--- src/inc/tas_pkg.sv ---
package tas_pkg;

	// slave addresses picked by the strap, and the alert response address
	localparam logic [6:0] TAS_ADDR_LO  = 7'h18;
	localparam logic [6:0] TAS_ADDR_HI  = 7'h4E;
	localparam logic [6:0] TAS_ARA_ADDR = 7'h0C;

	// command codes reached over the two-wire link
	localparam logic [7:0] TAS_CMD_LOCAL_TEMP  = 8'h00;
	localparam logic [7:0] TAS_CMD_REMOTE_HI   = 8'h01;
	localparam logic [7:0] TAS_CMD_STATUS      = 8'h02;
	localparam logic [7:0] TAS_CMD_CONFIG      = 8'h03;
	localparam logic [7:0] TAS_CMD_LOCAL_HIGH  = 8'h05;
	localparam logic [7:0] TAS_CMD_REMOTE_HIGH = 8'h07;
	localparam logic [7:0] TAS_CMD_REMOTE_LOW  = 8'h08;
	localparam logic [7:0] TAS_CMD_REMOTE_LO   = 8'h10;
	localparam logic [7:0] TAS_CMD_REMOTE_CRIT = 8'h19;

	// status byte layout, and the mask bit of the config byte
	localparam int TAS_ST_BUSY  = 7;
	localparam int TAS_ST_LHIGH = 6;
	localparam int TAS_ST_RHIGH = 4;
	localparam int TAS_ST_RLOW  = 3;
	localparam int TAS_ST_OPEN  = 2;
	localparam int TAS_ST_RCRIT = 1;
	localparam logic [7:0] TAS_ST_ALERT_BITS = 8'h5A;
	localparam int TAS_CFG_MASK_BIT = 7;

	// widths of the readings
	localparam int TAS_REMOTE_W = 11;
	localparam int TAS_LOCAL_W  = 8;
	localparam int TAS_FRAC_W   = 3;
	localparam int TAS_PAD_W    = 5;

	// reset values, and the bit count of a byte
	localparam logic [7:0] TAS_RST_LOCAL_HIGH  = 8'h46;
	localparam logic [7:0] TAS_RST_REMOTE_HIGH = 8'h46;
	localparam logic [7:0] TAS_RST_REMOTE_LOW  = 8'h00;
	localparam logic [7:0] TAS_RST_REMOTE_CRIT = 8'h6E;
	localparam logic [3:0] TAS_BITS_PER_BYTE   = 4'h8;

	typedef struct packed {
		logic [7:0] local_high;
		logic [7:0] remote_high;
		logic [7:0] remote_low;
		logic [7:0] remote_crit;
	} tas_limits_s;

	typedef enum {
		TAS_IDLE,
		TAS_ADDR,
		TAS_AACK,
		TAS_TX,
		TAS_RACK,
		TAS_CMD,
		TAS_CACK,
		TAS_WDATA
	} tas_smb_state_e;

endpackage : tas_pkg

--- src/hdl/tas_sync.sv ---
`timescale 1ns/1ps
module tas_sync #(
	parameter int W = 3
) (
	input  wire logic         ref_clk,
	input  wire logic         rst_n,
	input  wire logic [W-1:0] async_in,
	output logic      [W-1:0] sync_out
);
	logic [W-1:0] stage1_r;

	// elaboration-time refusal of a width the flops cannot hold
	if (W < 1)
	begin : g_bad_width
		$error("tas_sync: width must be at least one");
	end

	always_ff @(posedge ref_clk or negedge rst_n)
	begin
		if (!rst_n)
		begin
			stage1_r <= '1;
			sync_out <= '1;
		end
		else
		begin
			stage1_r <= async_in;
			sync_out <= stage1_r;
		end
	end
endmodule : tas_sync

--- src/hdl/tas_limit_cmp.sv ---
`timescale 1ns/1ps
module tas_limit_cmp (
	input  wire tas_pkg::tas_limits_s lim,
	input  wire logic [7:0]           local_temp,
	input  wire logic [10:0]          remote_temp,
	output logic [7:0]                hit
);
	import tas_pkg::*;

	// remote limits are whole degrees, compared on the 0.125 degree grid
	always_comb
	begin
		hit = 8'h00;
		hit[TAS_ST_LHIGH] = $signed(local_temp) > $signed(lim.local_high);
		hit[TAS_ST_RHIGH] = $signed(remote_temp) > $signed({lim.remote_high, 3'h0});
		hit[TAS_ST_RLOW]  = $signed(remote_temp) < $signed({lim.remote_low, 3'h0});
		hit[TAS_ST_RCRIT] = $signed(remote_temp) > $signed({lim.remote_crit, 3'h0});
	end
endmodule : tas_limit_cmp

--- src/hdl/tas_alert_smbus.sv ---
`timescale 1ns/1ps
module tas_alert_smbus (
	input  wire logic         ref_clk,
	input  wire logic         rst_n,
	input  wire logic         smb_clk_in,
	input  wire logic         smb_dat_in,
	output logic              smb_dat_out,
	output logic              smb_dat_oe_n,
	output logic              alert_out,
	output logic              alert_oe_n,
	input  wire logic         addr_select_input,
	input  wire logic         comp_mode,
	input  wire logic         alert_cfg,
	input  wire logic         conv_done,
	input  wire logic         conv_busy,
	input  wire logic         open_diode,
	input  wire logic [7:0]   local_temp_reading,
	input  wire logic [10:0]  remote_temp_in,
	output logic              alert_mask,
	output logic [7:0]        alert_status,
	output logic [15:0]       remote_word,
	output tas_pkg::tas_limits_s limits
);
	import tas_pkg::*;

	logic [2:0]     sync_w;
	logic           scl_s, sda_s, addr_sel_s;
	logic           scl_d_r, sda_d_r;
	logic           scl_rise, scl_fall, bus_start, bus_stop;
	logic [6:0]     own_addr;
	logic [7:0]     hit;

	tas_smb_state_e st_r, st_nxt;
	logic [3:0]     cnt_r, cnt_nxt;
	logic [7:0]     sh_r, sh_nxt, cmd_r, cmd_nxt, tx_r, tx_nxt;
	logic           rw_r, rw_nxt, ara_r, ara_nxt, oe_n_r, oe_n_nxt;
	logic           rd_status, wr_en, ara_done;
	logic [7:0]     rd_byte;

	logic [7:0]     status_r, status_nxt, cond_r, cond_nxt;
	logic           mask_r, mask_nxt, alert_n_r, alert_n_nxt;
	logic [7:0]     local_r, local_nxt;
	logic [10:0]    remote_r, remote_nxt;
	tas_limits_s    lim_r, lim_nxt;
	logic [7:0]     alert_src;

	tas_sync #(
		.W(3)
	) u_sync (
		.ref_clk  (ref_clk),
		.rst_n    (rst_n),
		.async_in ({smb_clk_in, smb_dat_in, addr_select_input}),
		.sync_out (sync_w)
	);

	assign scl_s = sync_w[2];
	assign sda_s = sync_w[1];
	assign addr_sel_s = sync_w[0];

	tas_limit_cmp u_cmp (
		.lim         (lim_r),
		.local_temp  (local_temp_reading),
		.remote_temp (remote_temp_in),
		.hit         (hit)
	);

	assign own_addr  = addr_sel_s ? TAS_ADDR_HI : TAS_ADDR_LO;
	assign scl_rise  = scl_s & ~scl_d_r;
	assign scl_fall  = ~scl_s & scl_d_r;
	assign bus_start = scl_s & scl_d_r & sda_d_r & ~sda_s;
	assign bus_stop  = scl_s & scl_d_r & ~sda_d_r & sda_s;

	// clock line is input only; data line is open-drain, low when enabled
	assign smb_dat_out  = 1'b0;
	assign smb_dat_oe_n = oe_n_r;
	assign alert_out    = 1'b0;
	assign alert_oe_n   = alert_n_r;
	assign alert_mask   = mask_r;
	assign alert_status = status_r;
	assign remote_word  = {remote_r, {TAS_PAD_W{1'b0}}};
	assign limits       = lim_r;

	// register read mux; readings have no write path
	always_comb
	begin
		rd_byte = 8'h00;
		if (cmd_r == TAS_CMD_LOCAL_TEMP)
			rd_byte = local_r;
		else if (cmd_r == TAS_CMD_REMOTE_HI)
			rd_byte = remote_r[10:3];
		else if (cmd_r == TAS_CMD_REMOTE_LO)
			rd_byte = {remote_r[2:0], {TAS_PAD_W{1'b0}}};
		else if (cmd_r == TAS_CMD_STATUS)
		begin
			rd_byte = status_r;
			rd_byte[TAS_ST_BUSY] = conv_busy;
			rd_byte[TAS_ST_OPEN] = open_diode;
		end
		else if (cmd_r == TAS_CMD_CONFIG)
			rd_byte = {mask_r, 7'h00};
		else if (cmd_r == TAS_CMD_LOCAL_HIGH)
			rd_byte = lim_r.local_high;
		else if (cmd_r == TAS_CMD_REMOTE_HIGH)
			rd_byte = lim_r.remote_high;
		else if (cmd_r == TAS_CMD_REMOTE_LOW)
			rd_byte = lim_r.remote_low;
		else if (cmd_r == TAS_CMD_REMOTE_CRIT)
			rd_byte = lim_r.remote_crit;
	end

	// link engine: samples data on clock rise, changes data on clock fall
	always_comb
	begin
		st_nxt    = st_r;
		cnt_nxt   = cnt_r;
		sh_nxt    = sh_r;
		cmd_nxt   = cmd_r;
		tx_nxt    = tx_r;
		rw_nxt    = rw_r;
		ara_nxt   = ara_r;
		oe_n_nxt  = oe_n_r;
		rd_status = 1'b0;
		wr_en     = 1'b0;
		ara_done  = 1'b0;
		if (bus_start)
		begin
			st_nxt   = TAS_ADDR;
			cnt_nxt  = 4'h0;
			ara_nxt  = 1'b0;
			oe_n_nxt = 1'b1;
		end
		else if (bus_stop)
		begin
			st_nxt   = TAS_IDLE;
			ara_nxt  = 1'b0;
			oe_n_nxt = 1'b1;
		end
		else
		begin
			case (st_r)
				TAS_ADDR, TAS_CMD, TAS_WDATA:
				begin
					if (scl_rise)
					begin
						sh_nxt  = {sh_r[6:0], sda_s};
						cnt_nxt = cnt_r + 4'h1;
					end
					else if (scl_fall && cnt_r == TAS_BITS_PER_BYTE)
					begin
						cnt_nxt  = 4'h0;
						oe_n_nxt = 1'b0;
						if (st_r == TAS_CMD)
						begin
							cmd_nxt = sh_r;
							st_nxt  = TAS_CACK;
						end
						else if (st_r == TAS_WDATA)
						begin
							wr_en  = 1'b1;
							st_nxt = TAS_CACK;
						end
						else if (sh_r[7:1] == own_addr)
						begin
							rw_nxt = sh_r[0];
							st_nxt = TAS_AACK;
						end
						else if (sh_r[7:1] == TAS_ARA_ADDR && sh_r[0] && !alert_n_r
							&& !alert_cfg)
						begin
							rw_nxt  = 1'b1;
							ara_nxt = 1'b1;
							st_nxt  = TAS_AACK;
						end
						else
						begin
							oe_n_nxt = 1'b1;
							st_nxt   = TAS_IDLE;
						end
					end
				end
				TAS_AACK:
				begin
					if (scl_fall)
					begin
						cnt_nxt = 4'h0;
						if (rw_r)
						begin
							tx_nxt    = ara_r ? {own_addr, 1'b0} : rd_byte;
							oe_n_nxt  = tx_nxt[7];
							rd_status = !ara_r && cmd_r == TAS_CMD_STATUS;
							st_nxt    = TAS_TX;
						end
						else
						begin
							oe_n_nxt = 1'b1;
							st_nxt   = TAS_CMD;
						end
					end
				end
				TAS_TX:
				begin
					if (scl_rise)
					begin
						cnt_nxt = cnt_r + 4'h1;
						if (ara_r && tx_r[7] && !sda_s)
						begin
							st_nxt   = TAS_IDLE;
							ara_nxt  = 1'b0;
							oe_n_nxt = 1'b1;
						end
					end
					else if (scl_fall)
					begin
						if (cnt_r == TAS_BITS_PER_BYTE)
						begin
							oe_n_nxt = 1'b1;
							ara_done = ara_r;
							ara_nxt  = 1'b0;
							st_nxt   = TAS_RACK;
						end
						else
						begin
							tx_nxt   = {tx_r[6:0], 1'b0};
							oe_n_nxt = tx_nxt[7];
						end
					end
				end
				TAS_RACK:
				begin
					if (scl_rise)
						st_nxt = sda_s ? TAS_IDLE : TAS_AACK;
				end
				TAS_CACK:
				begin
					if (scl_fall)
					begin
						oe_n_nxt = 1'b1;
						st_nxt   = TAS_WDATA;
					end
				end
				default:
				begin
					st_nxt = TAS_IDLE;
				end
			endcase
		end
	end

	always_ff @(posedge ref_clk or negedge rst_n)
	begin
		if (!rst_n)
		begin
			scl_d_r <= 1'b1;
			sda_d_r <= 1'b1;
			st_r    <= TAS_IDLE;
			cnt_r   <= 4'h0;
			sh_r    <= 8'h00;
			cmd_r   <= 8'h00;
			tx_r    <= 8'h00;
			rw_r    <= 1'b0;
			ara_r   <= 1'b0;
			oe_n_r  <= 1'b1;
		end
		else
		begin
			scl_d_r <= scl_s;
			sda_d_r <= sda_s;
			st_r    <= st_nxt;
			cnt_r   <= cnt_nxt;
			sh_r    <= sh_nxt;
			cmd_r   <= cmd_nxt;
			tx_r    <= tx_nxt;
			rw_r    <= rw_nxt;
			ara_r   <= ara_nxt;
			oe_n_r  <= oe_n_nxt;
		end
	end

	// alert state: a conversion setting a bit wins over a clearing read
	always_comb
	begin
		status_nxt = (rd_status ? 8'h00 : status_r)
			| (conv_done ? (hit & TAS_ST_ALERT_BITS) : 8'h00);
		cond_nxt   = conv_done ? (hit & TAS_ST_ALERT_BITS) : cond_r;
		local_nxt  = conv_done ? local_temp_reading : local_r;
		remote_nxt = conv_done ? remote_temp_in : remote_r;
		lim_nxt    = lim_r;
		mask_nxt   = mask_r;
		if (wr_en)
		begin
			if (cmd_r == TAS_CMD_CONFIG)
				mask_nxt = sh_r[TAS_CFG_MASK_BIT];
			else if (cmd_r == TAS_CMD_LOCAL_HIGH)
				lim_nxt.local_high = sh_r;
			else if (cmd_r == TAS_CMD_REMOTE_HIGH)
				lim_nxt.remote_high = sh_r;
			else if (cmd_r == TAS_CMD_REMOTE_LOW)
				lim_nxt.remote_low = sh_r;
			else if (cmd_r == TAS_CMD_REMOTE_CRIT)
				lim_nxt.remote_crit = sh_r;
		end
		if ((rd_status && !comp_mode && |(status_r & TAS_ST_ALERT_BITS)) || ara_done)
			mask_nxt = 1'b1;
		alert_src   = comp_mode ? cond_r : status_r;
		alert_n_nxt = !(!mask_r && |(alert_src & TAS_ST_ALERT_BITS));
	end

	always_ff @(posedge ref_clk or negedge rst_n)
	begin
		if (!rst_n)
		begin
			status_r  <= 8'h00;
			cond_r    <= 8'h00;
			local_r   <= 8'h00;
			remote_r  <= 11'h000;
			mask_r    <= 1'b0;
			alert_n_r <= 1'b1;
			lim_r     <= {TAS_RST_LOCAL_HIGH, TAS_RST_REMOTE_HIGH,
				TAS_RST_REMOTE_LOW, TAS_RST_REMOTE_CRIT};
		end
		else
		begin
			status_r  <= status_nxt;
			cond_r    <= cond_nxt;
			local_r   <= local_nxt;
			remote_r  <= remote_nxt;
			mask_r    <= mask_nxt;
			alert_n_r <= alert_n_nxt;
			lim_r     <= lim_nxt;
		end
	end
endmodule : tas_alert_smbus

--- config.mk ---
export PLATFORM = sky130hd
export DESIGN_NAME = tas_alert_smbus
export DESIGN_NICKNAME = d
export VERILOG_FILES = /design/src/inc/tas_pkg.sv /design/src/hdl/tas_sync.sv /design/src/hdl/tas_limit_cmp.sv /design/src/hdl/tas_alert_smbus.sv
export SDC_FILE = /design/constraint.sdc
export NUM_CORES = 1
export LEC_CHECK = 0
export BUFFER_PORTS_ARGS = -buffer_cell sky130_fd_sc_hd__buf_2
export CORE_MARGIN = 2
export CORE_UTILIZATION = 50
export CTS_BUF_LIST = sky130_fd_sc_hd__clkbuf_4
export DETAILED_ROUTE_END_ITERATION = 8
export PLACE_DENSITY = 0.74
export SLEW_MARGIN = 15
export SYNTH_ARGS = -nofsm -noshare
export SYNTH_HDL_FRONTEND = slang
export SYNTH_SLANG_ARGS = --single-unit
--- constraint.sdc ---
create_clock -name ref_clk -period 5.6 [get_ports ref_clk]
set_input_delay 0.28 -clock ref_clk [delete_from_list [all_inputs] [get_ports ref_clk]]
set_output_delay 0.28 -clock ref_clk [all_outputs]
set_load 0.02 [all_outputs]
* Word-level counts from Yosys, hierarchy flattened *
Cells that the tools add are included.

word-level totals
  register bits after elaboration = 136
  bits of input ports = 29
  output and inout bits = 61
  word-level logic and storage cells = 227

operators by class
  $add $sub $neg = 1
  order comparisons = 4
  equality and inequality tests = 41
  muxes and demuxes = 96
  bitwise gates (word level) = 21
  reduce and logical (&&, ||, !) cells = 42

operator list
  operator                                               count
  two-way mux 32 bit                                     11
  case mux 32 bit (5 select lines)                       1
  equality test 32 x 3 -> 1 bit (second input constant)  4
  two-way mux 8 bit                                      16
  equality test 32 x 2 -> 1 bit (second input constant)  2
  equality test 32 x 4 -> 1 bit (second input constant)  2
  two-way mux 1 bit                                      49
  inequality test 4 bit (second input constant)          10
  equality test 32 x 1 -> 1 bit (second input constant)  1
  two-way mux 4 bit                                      6
  AND reduction 8 bit                                    3
  greater-than comparator 11 bit                         2
  two-way mux 7 bit                                      3
  equality test 8 x 2 -> 1 bit (second input constant)   2
  equality test 8 x 3 -> 1 bit (second input constant)   2
  equality test 8 x 5 -> 1 bit (second input constant)   2
  case mux 8 bit (2 select lines)                        1
  inequality test 5 bit (second input constant)          3
  NOT 1 bit                                              13
  inequality test 2 bit (second input constant)          6
  case mux 4 bit (3 select lines)                        1
  AND reduction 6 bit                                    2
  < comparator 11 bit                                    1
  logical AND 1 bit                                      10
  28 further kinds                                       52

* Logic depth before layout (Yosys ltp) *
Gate-level depths: netlist of the first run.

  word-level depth = 16
  mapped depth = 9
  mapped depth without buffers = 8

* By module *
Synthesis of the first run repeated with hierarchy kept, for this count alone.

unflattened totals
  cells, all modules = 605
  area, all modules = 6369.9 µm²

by module, submodules not included
  module           times used  cells an instance  area an instance (µm²)  sequential area each (µm²)
  tas_alert_smbus  1           482                5355.1                  2446.1
  tas_limit_cmp    1           117                857.1                   0.0
  tas_sync         1           6                  157.7                   157.7

* Worst setup path after synthesis of the first run *
Ideal clock, no wire load.

  path type = register -> register
  from = reg scl_d_r
  to = reg lim_r (netlist bit limits[10])
  library setup time = 0.125 ns
  arrival time = 2.139 ns
  data required time = 5.475 ns
  slack = 3.337 ns
  stages on the path, launching flop included = 8
  buffers on the path = 1
  clock period less this slack = 2.263 ns
  cell sequence = dfstp_2 -> ha_1 -> nand4b_1 -> a211oi_1 -> and4_1 -> clkbuf_1 -> nand3b_1 -> mux2_2

on the way
  longest elaborated chain between the ends = 8
  elaborated cells on any way between the ends = 15
  those cells by class = mux: 5; bitwise: 8; reduce/logical: 2

ends and longest elaborated chain
  item                                      line                    text
  from (decl)                               tas_alert_smbus.sv:28   logic scl_d_r, sda_d_r;
  from (signal assigned)                    tas_alert_smbus.sv:266  scl_d_r <= scl_s;
  bitwise AND 1 bit                         tas_alert_smbus.sv:69   assign scl_fall = ~scl_s & scl_d_r;
  logical AND 1 bit                         tas_alert_smbus.sv:148  else if (scl_fall && cnt_r == TAS_BITS_PER_BYTE)
  two-way mux 1 bit                         tas_alert_smbus.sv:148
  two-way mux 1 bit                         tas_alert_smbus.sv:143  if (scl_rise)
  two-way mux 1 bit                         tas_alert_smbus.sv:140  case (st_r)
  two-way mux 1 bit                         tas_alert_smbus.sv:132  else if (bus_stop)
  two-way mux 1 bit (*)                     tas_alert_smbus.sv:125  if (bus_start)
  AND reduction 5 bit (no source line) (*)  -
  to (signal assigned)                      tas_alert_smbus.sv:318  lim_r <= {TAS_RST_LOCAL_HIGH, TAS_RST_REMOTE_HIGH,
  to (signal assigned)                      tas_alert_smbus.sv:329  lim_r <= lim_nxt;
  to (decl)                                 tas_alert_smbus.sv:44   tas_limits_s lim_r, lim_nxt;

Every way passes the cells marked *; elsewhere a longest branch is shown, timed or not.
A chain may end at the register's enable or synchronous reset.

* Final worst setup path of the first run *
  from = reg cmd_r[4]
  to = reg tx_r[7]

on the way
  longest elaborated chain between the ends = 14
  elaborated cells on any way between the ends = 22
  those cells by class = eq/ne: 8; mux: 13; reduce/logical: 1

ends and longest elaborated chain
  item                                 line                    text
  from (decl)                          tas_alert_smbus.sv:35   logic [7:0] sh_r, sh_nxt, cmd_r, cmd_nxt, tx_r, tx_nxt;
  from (signal assigned)               tas_alert_smbus.sv:271  cmd_r <= cmd_nxt;
  equality test 8 x 5 -> 1 bit         tas_alert_smbus.sv:107  else if (cmd_r == TAS_CMD_REMOTE_CRIT)
  two-way mux 8 bit                    tas_alert_smbus.sv:107
  two-way mux 8 bit                    tas_alert_smbus.sv:105  else if (cmd_r == TAS_CMD_REMOTE_LOW)
  two-way mux 8 bit                    tas_alert_smbus.sv:103  else if (cmd_r == TAS_CMD_REMOTE_HIGH)
  two-way mux 8 bit                    tas_alert_smbus.sv:101  else if (cmd_r == TAS_CMD_LOCAL_HIGH)
  two-way mux 8 bit                    tas_alert_smbus.sv:99   else if (cmd_r == TAS_CMD_CONFIG)
  two-way mux 8 bit                    tas_alert_smbus.sv:93   else if (cmd_r == TAS_CMD_STATUS)
  two-way mux 8 bit                    tas_alert_smbus.sv:91   else if (cmd_r == TAS_CMD_REMOTE_LO)
  two-way mux 8 bit                    tas_alert_smbus.sv:89   else if (cmd_r == TAS_CMD_REMOTE_HI)
  two-way mux 8 bit (*)                tas_alert_smbus.sv:87   if (cmd_r == TAS_CMD_LOCAL_TEMP)
  two-way mux 8 bit (*)                tas_alert_smbus.sv:188  tx_nxt = ara_r ? {own_addr, 1'b0} : rd_byte;
  two-way mux 8 bit (*)                tas_alert_smbus.sv:186  if (rw_r)
  two-way mux 8 bit (*)                tas_alert_smbus.sv:183  if (scl_fall)
  case mux 8 bit (2 select lines) (*)  tas_alert_smbus.sv:140
  to (signal assigned)                 tas_alert_smbus.sv:272  tx_r <= tx_nxt;
  to (decl)                            tas_alert_smbus.sv:35

Every way passes the cells marked *; elsewhere a longest branch is shown, timed or not. The select of a mux whose other input is x is not followed.

==> impl_metrics.csv, run 1 <==
group,metric,value,unit
run_status,run_status,"finished, final reports clean",
routing,met2WireLength,7390,um
clock_tree,worstSkewPairLatency,0.50,ns
global_route,grt-ovfl-total,0,
yosys,netlist_top_cells_area,"sky130_fd_sc_hd__dfrtp_1 (34%), sky130_fd_sc_hd__mux2_2 (13%), sky130_fd_sc_hd__dfstp_2 (9.0%)",
sta,finalSetupViolCount,0,
routing,wirelength,16700,um
yosys,synth-main-ff-cell,"sky130_fd_sc_hd__dfrtp_1",
flow_run,drv.max_cap_violation_count,0,
sta,worstMarginPinSlew,1.12,ns
sta,minimum_clock_period_after_layout,3.03,ns
sta,timing.slew.headroom,25.2,%
yosys,synth-adder-area-share,7.37,%
yosys,synth.distinct_cells,68,
routing,met3_length,1110,um
yosys,largest_family_of_logic_cells_by_synthesized_area,"compound AO/OA/AOI/OAI gates",
routing,detail_route.vias_per_cell,6.02,
yosys,async_reset_ff_share,100,%
sta,rsz0062_at_grt,"false",
clock_tree,cts_root_buf,"sky130_fd_sc_hd__clkbuf_4",
yosys,xor_xnor_cell_area_share_of_the_yosys_netlist,0.143,%
yosys,synthesis.area,6110,um^2
clock_tree,cts_buffer_depth,2,
global_route,largest_net_degree_at_the_start_of_global_routing,56,
routing,dr.max_layer_used,"met4",
pwr,design_power_total,1.70,mW
yosys,synth-compound-area-share,15.6,%
global_route,grt_antenna_before_repair,0,
yosys,yosys.area.top_type_share,33.6,%
sta,timing.final.max_slew_violations,0,
yosys,synth.area.mux_share,13.5,%
routing,detailedRoute.firstPassIterationCount,6,
floorplan,die_area,13100,um^2
clock_tree,postCtsResizedCells,0,
routing,number_of_drc_markers_in_iteration_0,442,
floorplan,initial_utilization,51.1,%
floorplan,design.portCount,90,
floorplan,fp.dieW,115,um
yosys,synth-simple-area-share,14.6,%
yosys,postSynthAreaPerCell,10.1,um^2
setup_path,worstSetupPathType,"reg2reg",
routing,vias,4978,
clock_tree,clk_transition_reported_paths,0.16,ns
routing,met1Wirelength,7950,um
yosys,ys.warnings.count,0,
routing,drc_errors,0,
clock_tree,cts-buffers-inserted,9,
setup_path,crit_required,5.99,ns
floorplan,core_area,12000,um^2
global_route,grt_first_pass_wirelength,26300,um
sta,timing.final.crit_share,54.0,%
pwr,irDropWorstVdd,231,uV
pwr,power_per_cell_area,252,nW/um^2
placement,dp_hpwl,12600,um
layout,layout.filler_cells,1071,
routing,routed_wire_length_per_instance,20.3,um
layout,number_of_nets_in_the_finished_design,739,
floorplan,placement_rows,40,
sta,fmaxAchievable,331,MHz
setup_path,worst_ep_arrival_time,3.42,ns
routing,detail_route_antenna_nets,0,
yosys,netlist.top_cell.by_area,"sky130_fd_sc_hd__dfrtp_1",
clock_tree,clock_tree_from_tritoncts,"yes",
layout,area.growth.synth_to_final,10.0,%
pwr,static-leakage-power,3.03,nW
yosys,count_of_flip_flops_with_a_built_in_enable_after_synthesis,0,
min_path,holdCritPathClass,"in2reg",
setup_path,startpoint_type,"register",
global_route,grt.total_usage,26.4,%
yosys,netlist_instances,606,
sta,finClkSkew,0.0197,ns
clock_tree,cts_num_sinks,103,
clock_tree,h-tree-depth,3,
sta,fin_tns_setup,0,ns
floorplan,die_y,115,um
yosys,synth.yosys.seq_area_share,42.6,%
yosys,ys_ff_latch,103,
setup_path,top_fanout_value_on_the_critical_path,18,
global_route,grt_pass1_vias,4729,
layout,post_route_cells_drive_above_1_share,28.3,%
sta,final_hold_viol_count,0,
placement,routability_congestion_estimate_from_global_placement,0.923,
setup_path,setup.worst_path.end_class,"register",
placement,port-buffer-count,78,
[path summary, 6_finish.rpt]
path	from	endpoint	slack, ns	cells after the start
worst max-delay path	cmd_r[4]$_DFFE_PN0P_	tx_r[7]$_DFFE_PN0P_	2.57	6
worst min-delay path	remote_temp_in[1]	remote_r[1]$_DFFE_PN0P_	0.02	3
worst max register to register	cmd_r[4]$_DFFE_PN0P_	tx_r[7]$_DFFE_PN0P_	2.57	6
worst min register to register	u_sync.stage1_r[1]$_DFF_PN1_	u_sync.sync_out[1]$_DFF_PN1_	0.37	0
max in group asynchronous	rst_n	sh_r[0]$_DFFE_PN0P_	4.14	3
min in group asynchronous	rst_n	remote_r[0]$_DFFE_PN0P_	0.32	2
[critical path: stages, from the launching register on]
cell,delay [ns]
sky130_fd_sc_hd__dfrtp_1,0.53
sky130_fd_sc_hd__or4_1,0.83
sky130_fd_sc_hd__nor4_1,0.79
sky130_fd_sc_hd__a21oi_1,0.20
sky130_fd_sc_hd__o311ai_1,0.19
sky130_fd_sc_hd__a21oi_1,0.12
sky130_fd_sc_hd__mux2_2,0.28
[report_power, final]
group          leakage (nW)  switching [mW]  internal (mW)
sequential             1.26           0.132          0.829
combinational          1.71           0.216          0.177
clock                0.0579           0.247         0.0940
total                  3.03           0.595           1.10
[timing repair]
action                    CTS  global route
hold buffers                5             2
buffers inserted            0             0
hold endpoints to repair   49             2
[registers in the layout (all words and copies together), names as in the netlist, 3 cells and up]
| signal | cells |
|---|---|
| alert_status | 4 |
| local_r | 8 |
| limits | 32 |
| u_sync.sync_out | 3 |
| remote_r | 11 |
| sh_r | 8 |
| tx_r | 8 |
| cmd_r | 8 |
| st_r | 3 |
| u_sync.stage1_r | 3 |
| cond_r | 4 |
| cnt_r | 4 |
[metal layers]
layer  up-vias  track usage (%)
met3        24             5.03
met1      2442             39.5
met2       202             38.9
met4         0             7.64
met5         -                0
li1       2310                -
[cells in the final DEF (no fill, tap or decap), types with 16 or more instances in the layout]
cell type                  count
sky130_fd_sc_hd__dfrtp_1      82
sky130_fd_sc_hd__buf_2        77
sky130_fd_sc_hd__mux2_2       68
sky130_fd_sc_hd__inv_1        48
sky130_fd_sc_hd__nand2_1      43
sky130_fd_sc_hd__ha_1         36
sky130_fd_sc_hd__o21ai_0      31
sky130_fd_sc_hd__a21oi_1      28
sky130_fd_sc_hd__nor2_1       27
sky130_fd_sc_hd__dfstp_2      21
sky130_fd_sc_hd__nand2b_1     16
[logic make-up after synthesis]
logic type               Yosys count
other                              1
XOR/XNOR                           1
flip-flops                       103
multiplexers                      74
buffers and inverters             87
AO/OA/AOI/OAI                    140
AND/OR/NAND/NOR                  164
adder cells (fa/ha/maj)           36
[layout make-up]
| class | count | area [um^2] | area share (%) |
|---|---|---|---|
| clock inverter | 6 | 36.3 | 0.540 |
| multi-input combinational | 426 | 3170 | 47.2 |
| antenna | 1 | 2.50 | 0.0372 |
| inverter | 48 | 180 | 2.68 |
| timing repair buffer | 86 | 470 | 7.00 |
| tap | 147 | 184 | 2.74 |
| sequential | 103 | 2600 | 38.7 |
| clock buffer | 10 | 75.1 | 1.12 |
[through the flow]
stage               utilization [%]  hold WS [ns]  setup slack (ns)  instance area, um^2  std cells
CTS                            56.0      0.000234              2.60                 6700        824
global placement               54.7         0.332              2.69                 6540        803
global route                   56.2      0.000684              2.23                 6720        826
finish                         56.2        0.0225              2.57                 6720        827
detailed placement             54.7         0.343              2.62                 6540        803
floorplan                         -       -0.0156              3.34                 6150        616
[synth_stat cells, types with 3 or more instances]
cell type	number
sky130_fd_sc_hd__nor2_1	27
sky130_fd_sc_hd__nand4_1	7
sky130_fd_sc_hd__a211oi_1	5
sky130_fd_sc_hd__and3b_1	3
sky130_fd_sc_hd__a22oi_1	12
sky130_fd_sc_hd__a22o_1	3
sky130_fd_sc_hd__mux2i_1	6
sky130_fd_sc_hd__dfrtp_1	82
sky130_fd_sc_hd__buf_2	3
sky130_fd_sc_hd__nand2b_1	16
sky130_fd_sc_hd__buf_4	12
sky130_fd_sc_hd__o221ai_1	3
sky130_fd_sc_hd__a31oi_1	5
sky130_fd_sc_hd__nor4_1	3
sky130_fd_sc_hd__nand3_1	15
sky130_fd_sc_hd__inv_1	48
sky130_fd_sc_hd__nor3b_1	4
sky130_fd_sc_hd__and2_1	4
sky130_fd_sc_hd__o41ai_1	3
sky130_fd_sc_hd__nor3_1	6
sky130_fd_sc_hd__a221oi_1	7
sky130_fd_sc_hd__o22a_1	3
sky130_fd_sc_hd__nor2b_1	14
sky130_fd_sc_hd__a21oi_1	28
sky130_fd_sc_hd__nand2_1	43
sky130_fd_sc_hd__a21o_1	8
sky130_fd_sc_hd__mux2_2	68
sky130_fd_sc_hd__o22ai_1	4
sky130_fd_sc_hd__and3_1	4
sky130_fd_sc_hd__ha_1	36
sky130_fd_sc_hd__clkbuf_1	22
sky130_fd_sc_hd__o31ai_1	5
sky130_fd_sc_hd__dfstp_2	21
sky130_fd_sc_hd__o21ai_0	31
(Power assumes the default switching activity.)
==> inputs of run 2 (changes only) <==
--- a/config.mk
+++ b/config.mk
@@ -5,12 +5,13 @@
 export SDC_FILE = /design/constraint.sdc
 export NUM_CORES = 1
 export LEC_CHECK = 0
+export ABC_AREA = 1
 export BUFFER_PORTS_ARGS = -buffer_cell sky130_fd_sc_hd__buf_2
 export CORE_MARGIN = 2
 export CORE_UTILIZATION = 50
 export CTS_BUF_LIST = sky130_fd_sc_hd__clkbuf_4
 export DETAILED_ROUTE_END_ITERATION = 8
-export PLACE_DENSITY = 0.74
+export PLACE_DENSITY = 0.75
 export SLEW_MARGIN = 15
 export SYNTH_ARGS = -nofsm -noshare
 export SYNTH_HDL_FRONTEND = slang
==> constraint.sdc (replaced) <==
create_clock -name ref_clk -period 3 [get_ports ref_clk]
set_input_delay 0.15 -clock ref_clk [delete_from_list [all_inputs] [get_ports ref_clk]]
set_output_delay 0.15 -clock ref_clk [all_outputs]
set_load 0.02 [all_outputs]
==> run 2 against run 1 <==
Net effect:
- power up 74%
- highest routed layer unchanged
- wire length down 5.3%
- clock skew up 0.011 ns
==> impl_metrics.csv, run 2 <==
group,metric,value,unit
run_status,run_status,"finished, final reports clean",
yosys,synth.yosys.seq_area_share,44.9,%
clock_tree,worstSkewPairLatency,0.48,ns
pwr,irDropWorstVdd,350,uV
yosys,netlist_instances,734,
floorplan,placement_rows,39,
pwr,total_switching_power,896,uW
flow_run,drv.max_cap_violation_count,0,
routing,detail_route.vias_per_cell,5.51,
pwr,switching_share,30.4,%
pwr,clock_network_fraction_of_design_power,27.2,%
floorplan,die_y,112,um
layout,final_cell_mix,"sky130_fd_sc_hd__nand2_1 (187), sky130_fd_sc_hd__inv_1 (96), sky130_fd_sc_hd__dfrtp_1 (82), sky130_fd_sc_hd__buf_2 (77), sky130_fd_sc_hd__o21ai_0 (72)",
routing,drc_errors,0,
placement,port-buffer-count,78,
pwr,power_per_cell_area,442,nW/um^2
setup_path,cp.buffers_inverters,2,
yosys,synth-main-ff-cell,"sky130_fd_sc_hd__dfrtp_1",
sta,minimum_clock_period_after_layout,2.22,ns
clock_tree,cts-buffers-inserted,9,
yosys,postSynthAreaPerCell,7.89,um^2
setup_path,startpoint_type,"register",
yosys,synthesis.area,5790,um^2
clock_tree,clk_transition_reported_paths,0.15,ns
setup_path,critical_path.top_delay_family,"simple AND/OR/NAND/NOR gates",
layout,largest_reg_flops,32,
yosys,count_of_flip_flops_with_a_built_in_enable_after_synthesis,0,
sta,final_hold_viol_count,0,
sta,finalSetupViolCount,0,
floorplan,initial_utilization,51.0,%
sta,fmaxAchievable,451,MHz
routing,vias,5406,
min_path,holdCritPathClass,"in2reg",
clock_tree,cts_num_sinks,103,
routing,number_of_drc_markers_in_iteration_0,537,
clock_tree,postCtsResizedCells,0,
routing,detailedRoute.firstPassIterationCount,6,
routing,detail_route_antenna_nets,0,
placement,dp_hpwl,12000,um
floorplan,fp.dieW,112,um
global_route,grt.total_usage,26.2,%
pwr,static-leakage-power,3.24,nW
sta,fin_tns_setup,0,ns
routing,routed_wire_length_per_instance,16.2,um
sta,timing.final.max_slew_violations,0,
layout,layout.cells.most_common,"sky130_fd_sc_hd__nand2_1",
yosys,netlist.top_cell.by_area,"sky130_fd_sc_hd__dfrtp_1",
sta,finClkSkew,0.0306,ns
placement,pre_cts_ws,0.812,ns
floorplan,die_area,12500,um^2
setup_path,worst_ep_arrival_time,2.58,ns
global_route,grt_antenna_before_repair,1,
setup_path,critical-path-top-cell-by-count,"sky130_fd_sc_hd__nand2_1",
clock_tree,cts_root_buf,"sky130_fd_sc_hd__clkbuf_4",
layout,number_of_nets_in_the_finished_design,898,
sta,final_critical_path_setup_slack,0.780,ns
pwr,power_frac_seq,55.5,%
yosys,async_reset_ff_share,100,%
sta,timing.slew.headroom,45.2,%
yosys,yosys.area.top_type_share,35.4,%
setup_path,crit_path_cell_trace,"inv_1 -> ha_1 -> nand2_1 -> nor2_2 -> nand2_1 -> inv_1 -> nand2_1 -> nor3_4 -> nand2_1 -> nand2_1 -> o21ai_1",
yosys,synth_common_cells,"sky130_fd_sc_hd__nand2_1 (187), sky130_fd_sc_hd__inv_1 (96), sky130_fd_sc_hd__dfrtp_1 (82), sky130_fd_sc_hd__o21ai_0 (72)",
setup_path,crit_path_top_delay_cell,"sky130_fd_sc_hd__dfrtp_1",
layout,post_route_cells_drive_above_1_share,15.8,%
yosys,netlist_top_cells_area,"sky130_fd_sc_hd__dfrtp_1 (35%), sky130_fd_sc_hd__nand2_1 (12%), sky130_fd_sc_hd__dfstp_2 (9.5%)",
sta,worstMarginPinSlew,0.812,ns
global_route,grt_pass1_vias,4951,
global_route,grt-ovfl-total,0,
yosys,ys.warnings.count,0,
global_route,grt_first_pass_wirelength,25800,um
floorplan,design.portCount,90,
pwr,internal_power,2.05,mW
setup_path,timing.critical_path.slowest_cell_delay,0.43,ns
setup_path,setup.worst_path.end_class,"register",
yosys,synth.distinct_cells,42,
layout,layout.filler_cells,1034,
clock_tree,cts_buffer_depth,2,
floorplan,core_area,11400,um^2
placement,routability_congestion_estimate_from_global_placement,0.977,
routing,wirelength,15900,um
yosys,ys_ff_latch,103,
clock_tree,h-tree-depth,3,
sta,rsz0062_at_grt,"false",
setup_path,top_fanout_value_on_the_critical_path,16,
global_route,largest_net_degree_at_the_start_of_global_routing,57,
setup_path,worstSetupPathType,"reg2reg",
sta,timing.final.crit_share,74.0,%
clock_tree,clock_tree_from_tritoncts,"yes",
setup_path,crit_required,3.36,ns
layout,area.growth.synth_to_final,15.1,%
pwr,p_comb_share,17.2,%
yosys,post-synth-top-count-cell,"sky130_fd_sc_hd__nand2_1",
-- run 2: cell count changes in the layout (fill, tap and decap cells not counted), moves of 18 or more --
cell	change
sky130_fd_sc_hd__nand2_1	+144
sky130_fd_sc_hd__mux2_2	-68
sky130_fd_sc_hd__o21ai_0	+41
sky130_fd_sc_hd__nor2_1	+18
sky130_fd_sc_hd__o21ai_1	+20
sky130_fd_sc_hd__inv_1	+48
-- run 2: cell type report --
cell class	count	area, um^2	area share, %
Antenna cell	1	2.50	0.0375
Clock buffer	10	75.1	1.13
Clock inverter	6	83.8	1.26
Inverter	102	385	5.78
Multi-Input combinational cell	516	2700	40.6
Sequential cell	103	2600	39.1
Tap cell	143	179	2.68
Timing Repair Buffer	101	633	9.50
-- run 2: timing repair --
item | 4_1_cts | 5_1_grt
setup endpoints to repair | 0 | 0
endpoints found under the hold margin | 52 | 0
buffers inserted | 0 | 0
hold buffers | 22 | 0
-- run 2: logic make-up after synthesis --
family | count (synthesis) | synth area share (%)
xor+xnor | 2 | 0.302
other cells | 1 | 0.0647
fa+ha+maj | 36 | 7.77
compound gates | 164 | 15.2
buf+inv | 125 | 9.05
flops | 103 | 44.9
simple gates | 303 | 22.7
-- run 2: path summary, 6_finish.rpt --
kind                       slack (ns)                            to                          from  cells after the start
max reg2reg                      0.78        limits[16]$_DFFE_PN0P_          cnt_r[0]$_DFFE_PN0P_                     11
min                              0.06          alert_oe_n$_DFF_PN1_                     comp_mode                      4
max                              0.78        limits[16]$_DFFE_PN0P_          cnt_r[0]$_DFFE_PN0P_                     11
min in group asynchronous        0.22          cmd_r[7]$_DFFE_PN0P_                         rst_n                      2
max in group asynchronous        2.00      smb_dat_oe_n$_DFFE_PN1P_                         rst_n                      3
min reg2reg                      0.37  u_sync.sync_out[1]$_DFF_PN1_  u_sync.stage1_r[1]$_DFF_PN1_                      0
-- run 2: stage by stage --
step                hold slack [ns]  instances  area (um^2)  util, %  power, mW
floorplan                    -0.146        744         5830        -       1.96
global placement              0.190        943         6280     55.3       2.12
detailed placement            0.191        943         6280     55.3       2.14
CTS                          0.0169        981         6660     58.6       2.96
global route                 0.0574        982         6670     58.6       3.11
finish                       0.0567        982         6670     58.6       2.95
-- run 2: tightest hold or removal path, stage by stage --
cell and delay (ns):
sky130_fd_sc_hd__buf_2 0.10, sky130_fd_sc_hd__nor2_1 0.08, sky130_fd_sc_hd__inv_1 0.07, sky130_fd_sc_hd__a21o_1 0.11
-- run 2: layer usage --
layer	wire, um	global-route usage, %
met5	0	0
met2	7140	39.2
met3	1210	3.76
met4	387	9.79
met1	7120	38.8
-- run 2: power groups by stage --
stage,Clock (mW),Combinational [mW],Sequential (mW)
after floorplan,0,0.316,1.64
after global placement,0,0.466,1.66
after detailed placement,0,0.487,1.66
after CTS,0.818,0.509,1.63
after global routing,0.878,0.583,1.65
final,0.803,0.509,1.64
==> inputs of run 3 (changes only) <==
==> constraint.sdc (replaced) <==
create_clock -name ref_clk -period 2.1 [get_ports ref_clk]
set_input_delay 0.105 -clock ref_clk [delete_from_list [all_inputs] [get_ports ref_clk]]
set_output_delay 0.105 -clock ref_clk [all_outputs]
set_load 0.02 [all_outputs]
==> run 3 against run 2 <==
Net effect:
- first-iteration DRC count rose by 35%
- count of clock-buffer cells in the layout did not move
- clock skew is 0.0064 ns lower
- largest cell class unchanged
- largest power group unchanged
- wire length up 2.0%
- critical path depth unchanged
- combinational power increased by 58%
==> impl_metrics.csv, run 3 (synthesis gave the netlist of run 2 again) <==
group,metric,value,unit
setup_path,worst_ep_arrival_time,2.35,ns
setup_path,worstSetupPathType,"reg2reg",
min_path,hold_start,"comp_mode",
run_status,run_status,"finished, final reports clean",
setup_path,rr_startpoint,"scl_d_r$_DFF_PN1_",
min_path,min_delay_worst_endpoint,"alert_oe_n$_DFF_PN1_",
layout,final_cell_mix,"sky130_fd_sc_hd__nand2_1 (184), sky130_fd_sc_hd__inv_1 (93), sky130_fd_sc_hd__dfrtp_1 (81), sky130_fd_sc_hd__buf_2 (77), sky130_fd_sc_hd__o21ai_0 (67)",
setup_path,critical-path-top-cell-by-count,"sky130_fd_sc_hd__nand2_2",
sta,final_hold_viol_count,0,
setup_path,crit_path_cell_trace,"ha_2 -> inv_1 -> nor2_1 -> nand2_2 -> nand2_4 -> inv_4 -> nand3_1 -> o21ai_2 -> a211oi_2 -> nand2_2 -> o21ai_0",
layout,layout.cells.most_common,"sky130_fd_sc_hd__nand2_1",
pwr,design_power_total,4.15,mW
floorplan,fp.dieW,112,um
clock_tree,h-tree-depth,3,
global_route,largest_net_degree_at_the_start_of_global_routing,53,
clock_tree,cts_root_buf,"sky130_fd_sc_hd__clkbuf_4",
clock_tree,cts-buffers-inserted,9,
floorplan,design.portCount,90,
pwr,static-leakage-power,3.36,nW
layout,area.growth.synth_to_final,19.1,%
flow_run,drv.max_cap_violation_count,0,
clock_tree,clk_transition_reported_paths,0.15,ns
floorplan,placement_rows,39,
setup_path,r2r-end,"st_r[0]$_DFFE_PN0P_",
sta,worstMarginPinSlew,0.691,ns
setup_path,setup.worst_path.end_class,"register",
clock_tree,cts_buffer_depth,2,
placement,dpl_cell_area,6390,um^2
clock_tree,worstSkewPairLatency,0.47,ns
routing,number_of_drc_markers_in_iteration_0,727,
layout,post_route_cells_drive_above_1_share,19.7,%
sta,timing.final.crit_share,94.3,%
pwr,power_frac_seq,56.2,%
global_route,grt_antenna_before_repair,1,
placement,placed_cells_incl_taps,957,
placement,dp_hpwl,12200,um
setup_path,critical_path.top_delay_family,"flip-flops",
global_route,grt.total_usage,26.4,%
sta,minimum_clock_period_after_layout,1.98,ns
sta,timing.slew.headroom,53.4,%
min_path,whs_path_depth,4,
sta,whs,0.0296,ns
routing,drc_errors,0,
clock_tree,clock_tree_from_tritoncts,"yes",
pwr,clock_network_fraction_of_design_power,24.5,%
sta,finalSetupViolCount,0,
routing,routed_wire_length_per_instance,16.1,um
setup_path,timing.critical_path.slowest_cell_delay,0.58,ns
setup_path,top_fanout_value_on_the_critical_path,9,
placement,routability_congestion_estimate_from_global_placement,0.969,
floorplan,die_area,12500,um^2
sta,finClkSkew,0.0242,ns
pwr,total_switching_power,1.29,mW
routing,wirelength,16200,um
clock_tree,cts_num_sinks,103,
setup_path,worst_r2r_path_depth,11,
placement,port-buffer-count,78,
global_route,grt_first_pass_wirelength,26100,um
layout,finish.cell_count_without_fillers,1004,
layout,number_of_nets_in_the_finished_design,920,
pwr,switching_share,31.1,%
floorplan,die_y,112,um
global_route,grt-ovfl-total,0,
min_path,holdCritPathClass,"in2reg",
layout,layout.filler_cells,1043,
pwr,internal_power,2.86,mW
layout,finish.instance_area,6900,um^2
pwr,irDropWorstVdd,420,uV
global_route,grt_pass1_vias,5089,
sta,timing.final.max_slew_violations,0,
floorplan,core_area,11400,um^2
routing,vias,5519,
routing,detailedRoute.firstPassIterationCount,8,
floorplan,initial_utilization,51.0,%
routing,detail_route.vias_per_cell,5.50,
setup_path,crit_path_top_delay_cell,"sky130_fd_sc_hd__dfstp_2",
sta,fmaxAchievable,505,MHz
setup_path,cp.buffers_inverters,2,
setup_path,startpoint_type,"register",
pwr,p_comb_share,19.3,%
setup_path,setup.reg_to_reg.worst_slack,0.12,ns
layout,layout.core_utilization,60.7,%
routing,detail_route_antenna_nets,0,
setup_path,crit_required,2.46,ns
pwr,power_per_cell_area,602,nW/um^2
layout,largest_reg_flops,32,
[run 3: layout make-up]
cell class,instances,area (um^2),area share [%]
well taps,143,179,2.59
repair buffers,123,812,11.8
multi-input cells,516,2780,40.3
inverters,102,388,5.62
clock buffers,10,75.1,1.09
clock inverters,6,60.1,0.870
flip-flops and latches,103,2610,37.7
diodes,1,2.50,0.0363
[run 3: power by group through the flow]
stage	Sequential, mW	Clock [mW]	Combinational (mW)
2_1_floorplan	2.34	0	0.452
3_3_place_gp	2.36	0	0.685
3_5_place_dp	2.36	0	0.718
4_1_cts	2.33	1.04	0.749
5_1_grt	2.35	1.14	0.910
6_report	2.33	1.02	0.803
[run 3: how the worst max path moves through the flow]
stage | cells after the start | startpoint | endpoint
5_1_grt | 8 | u_sync.sync_out[2]$_DFF_PN1_ | cnt_r[3]$_DFFE_PN0P_
3_5_place_dp | 11 | u_sync.sync_out[2]$_DFF_PN1_ | tx_r[0]$_DFFE_PN0P_
2_1_floorplan | 11 | u_sync.sync_out[2]$_DFF_PN1_ | cmd_r[0]$_DFFE_PN0P_
6_report | 11 | scl_d_r$_DFF_PN1_ | st_r[0]$_DFFE_PN0P_
3_3_place_gp | 11 | u_sync.sync_out[2]$_DFF_PN1_ | tx_r[6]$_DFFE_PN0P_
4_1_cts | 11 | u_sync.sync_out[2]$_DFF_PN1_ | tx_r[5]$_DFFE_PN0P_
[run 3: worst register-to-register path, delay by kind of cell, from the launching register on]
family,cells,cell delay (ns)
AOI/OAI and AO/OA,3,0.48
adders and majority gates,1,0.19
buffers and inverters,2,0.11
and+or+nand+nor,5,0.55
DFF,1,0.58
[run 3: stage by stage]
| step | setup slack [ns] | TNS (ns) |
|---|---|---|
| floorplan | 0.211 | 0 |
| global placement | 0.157 | 0 |
| detailed placement | 0.0537 | 0 |
| CTS | 0.0228 | 0 |
| global route | -0.00995 | -0.0179 |
| finish | 0.119 | 0 |
[run 3: per-layer routing]
layer	global-route usage (%)	part of all wire (%)	vias up
met5	0	0	-
met4	9.38	2.6	0
met3	4.19	7.4	37
met2	39.6	45	248
met1	39.1	45	2599
li1	-	-	2635
[run 3: timing repair]
| action | CTS | global route |
|---|---|---|
| hold buffers | 23 | 0 |
| hold endpoints to repair | 57 | 0 |
| setup buffers | 0 | 7 |
| resized for setup | 0 | 31 |
| setup endpoints to repair | 0 | 33 |
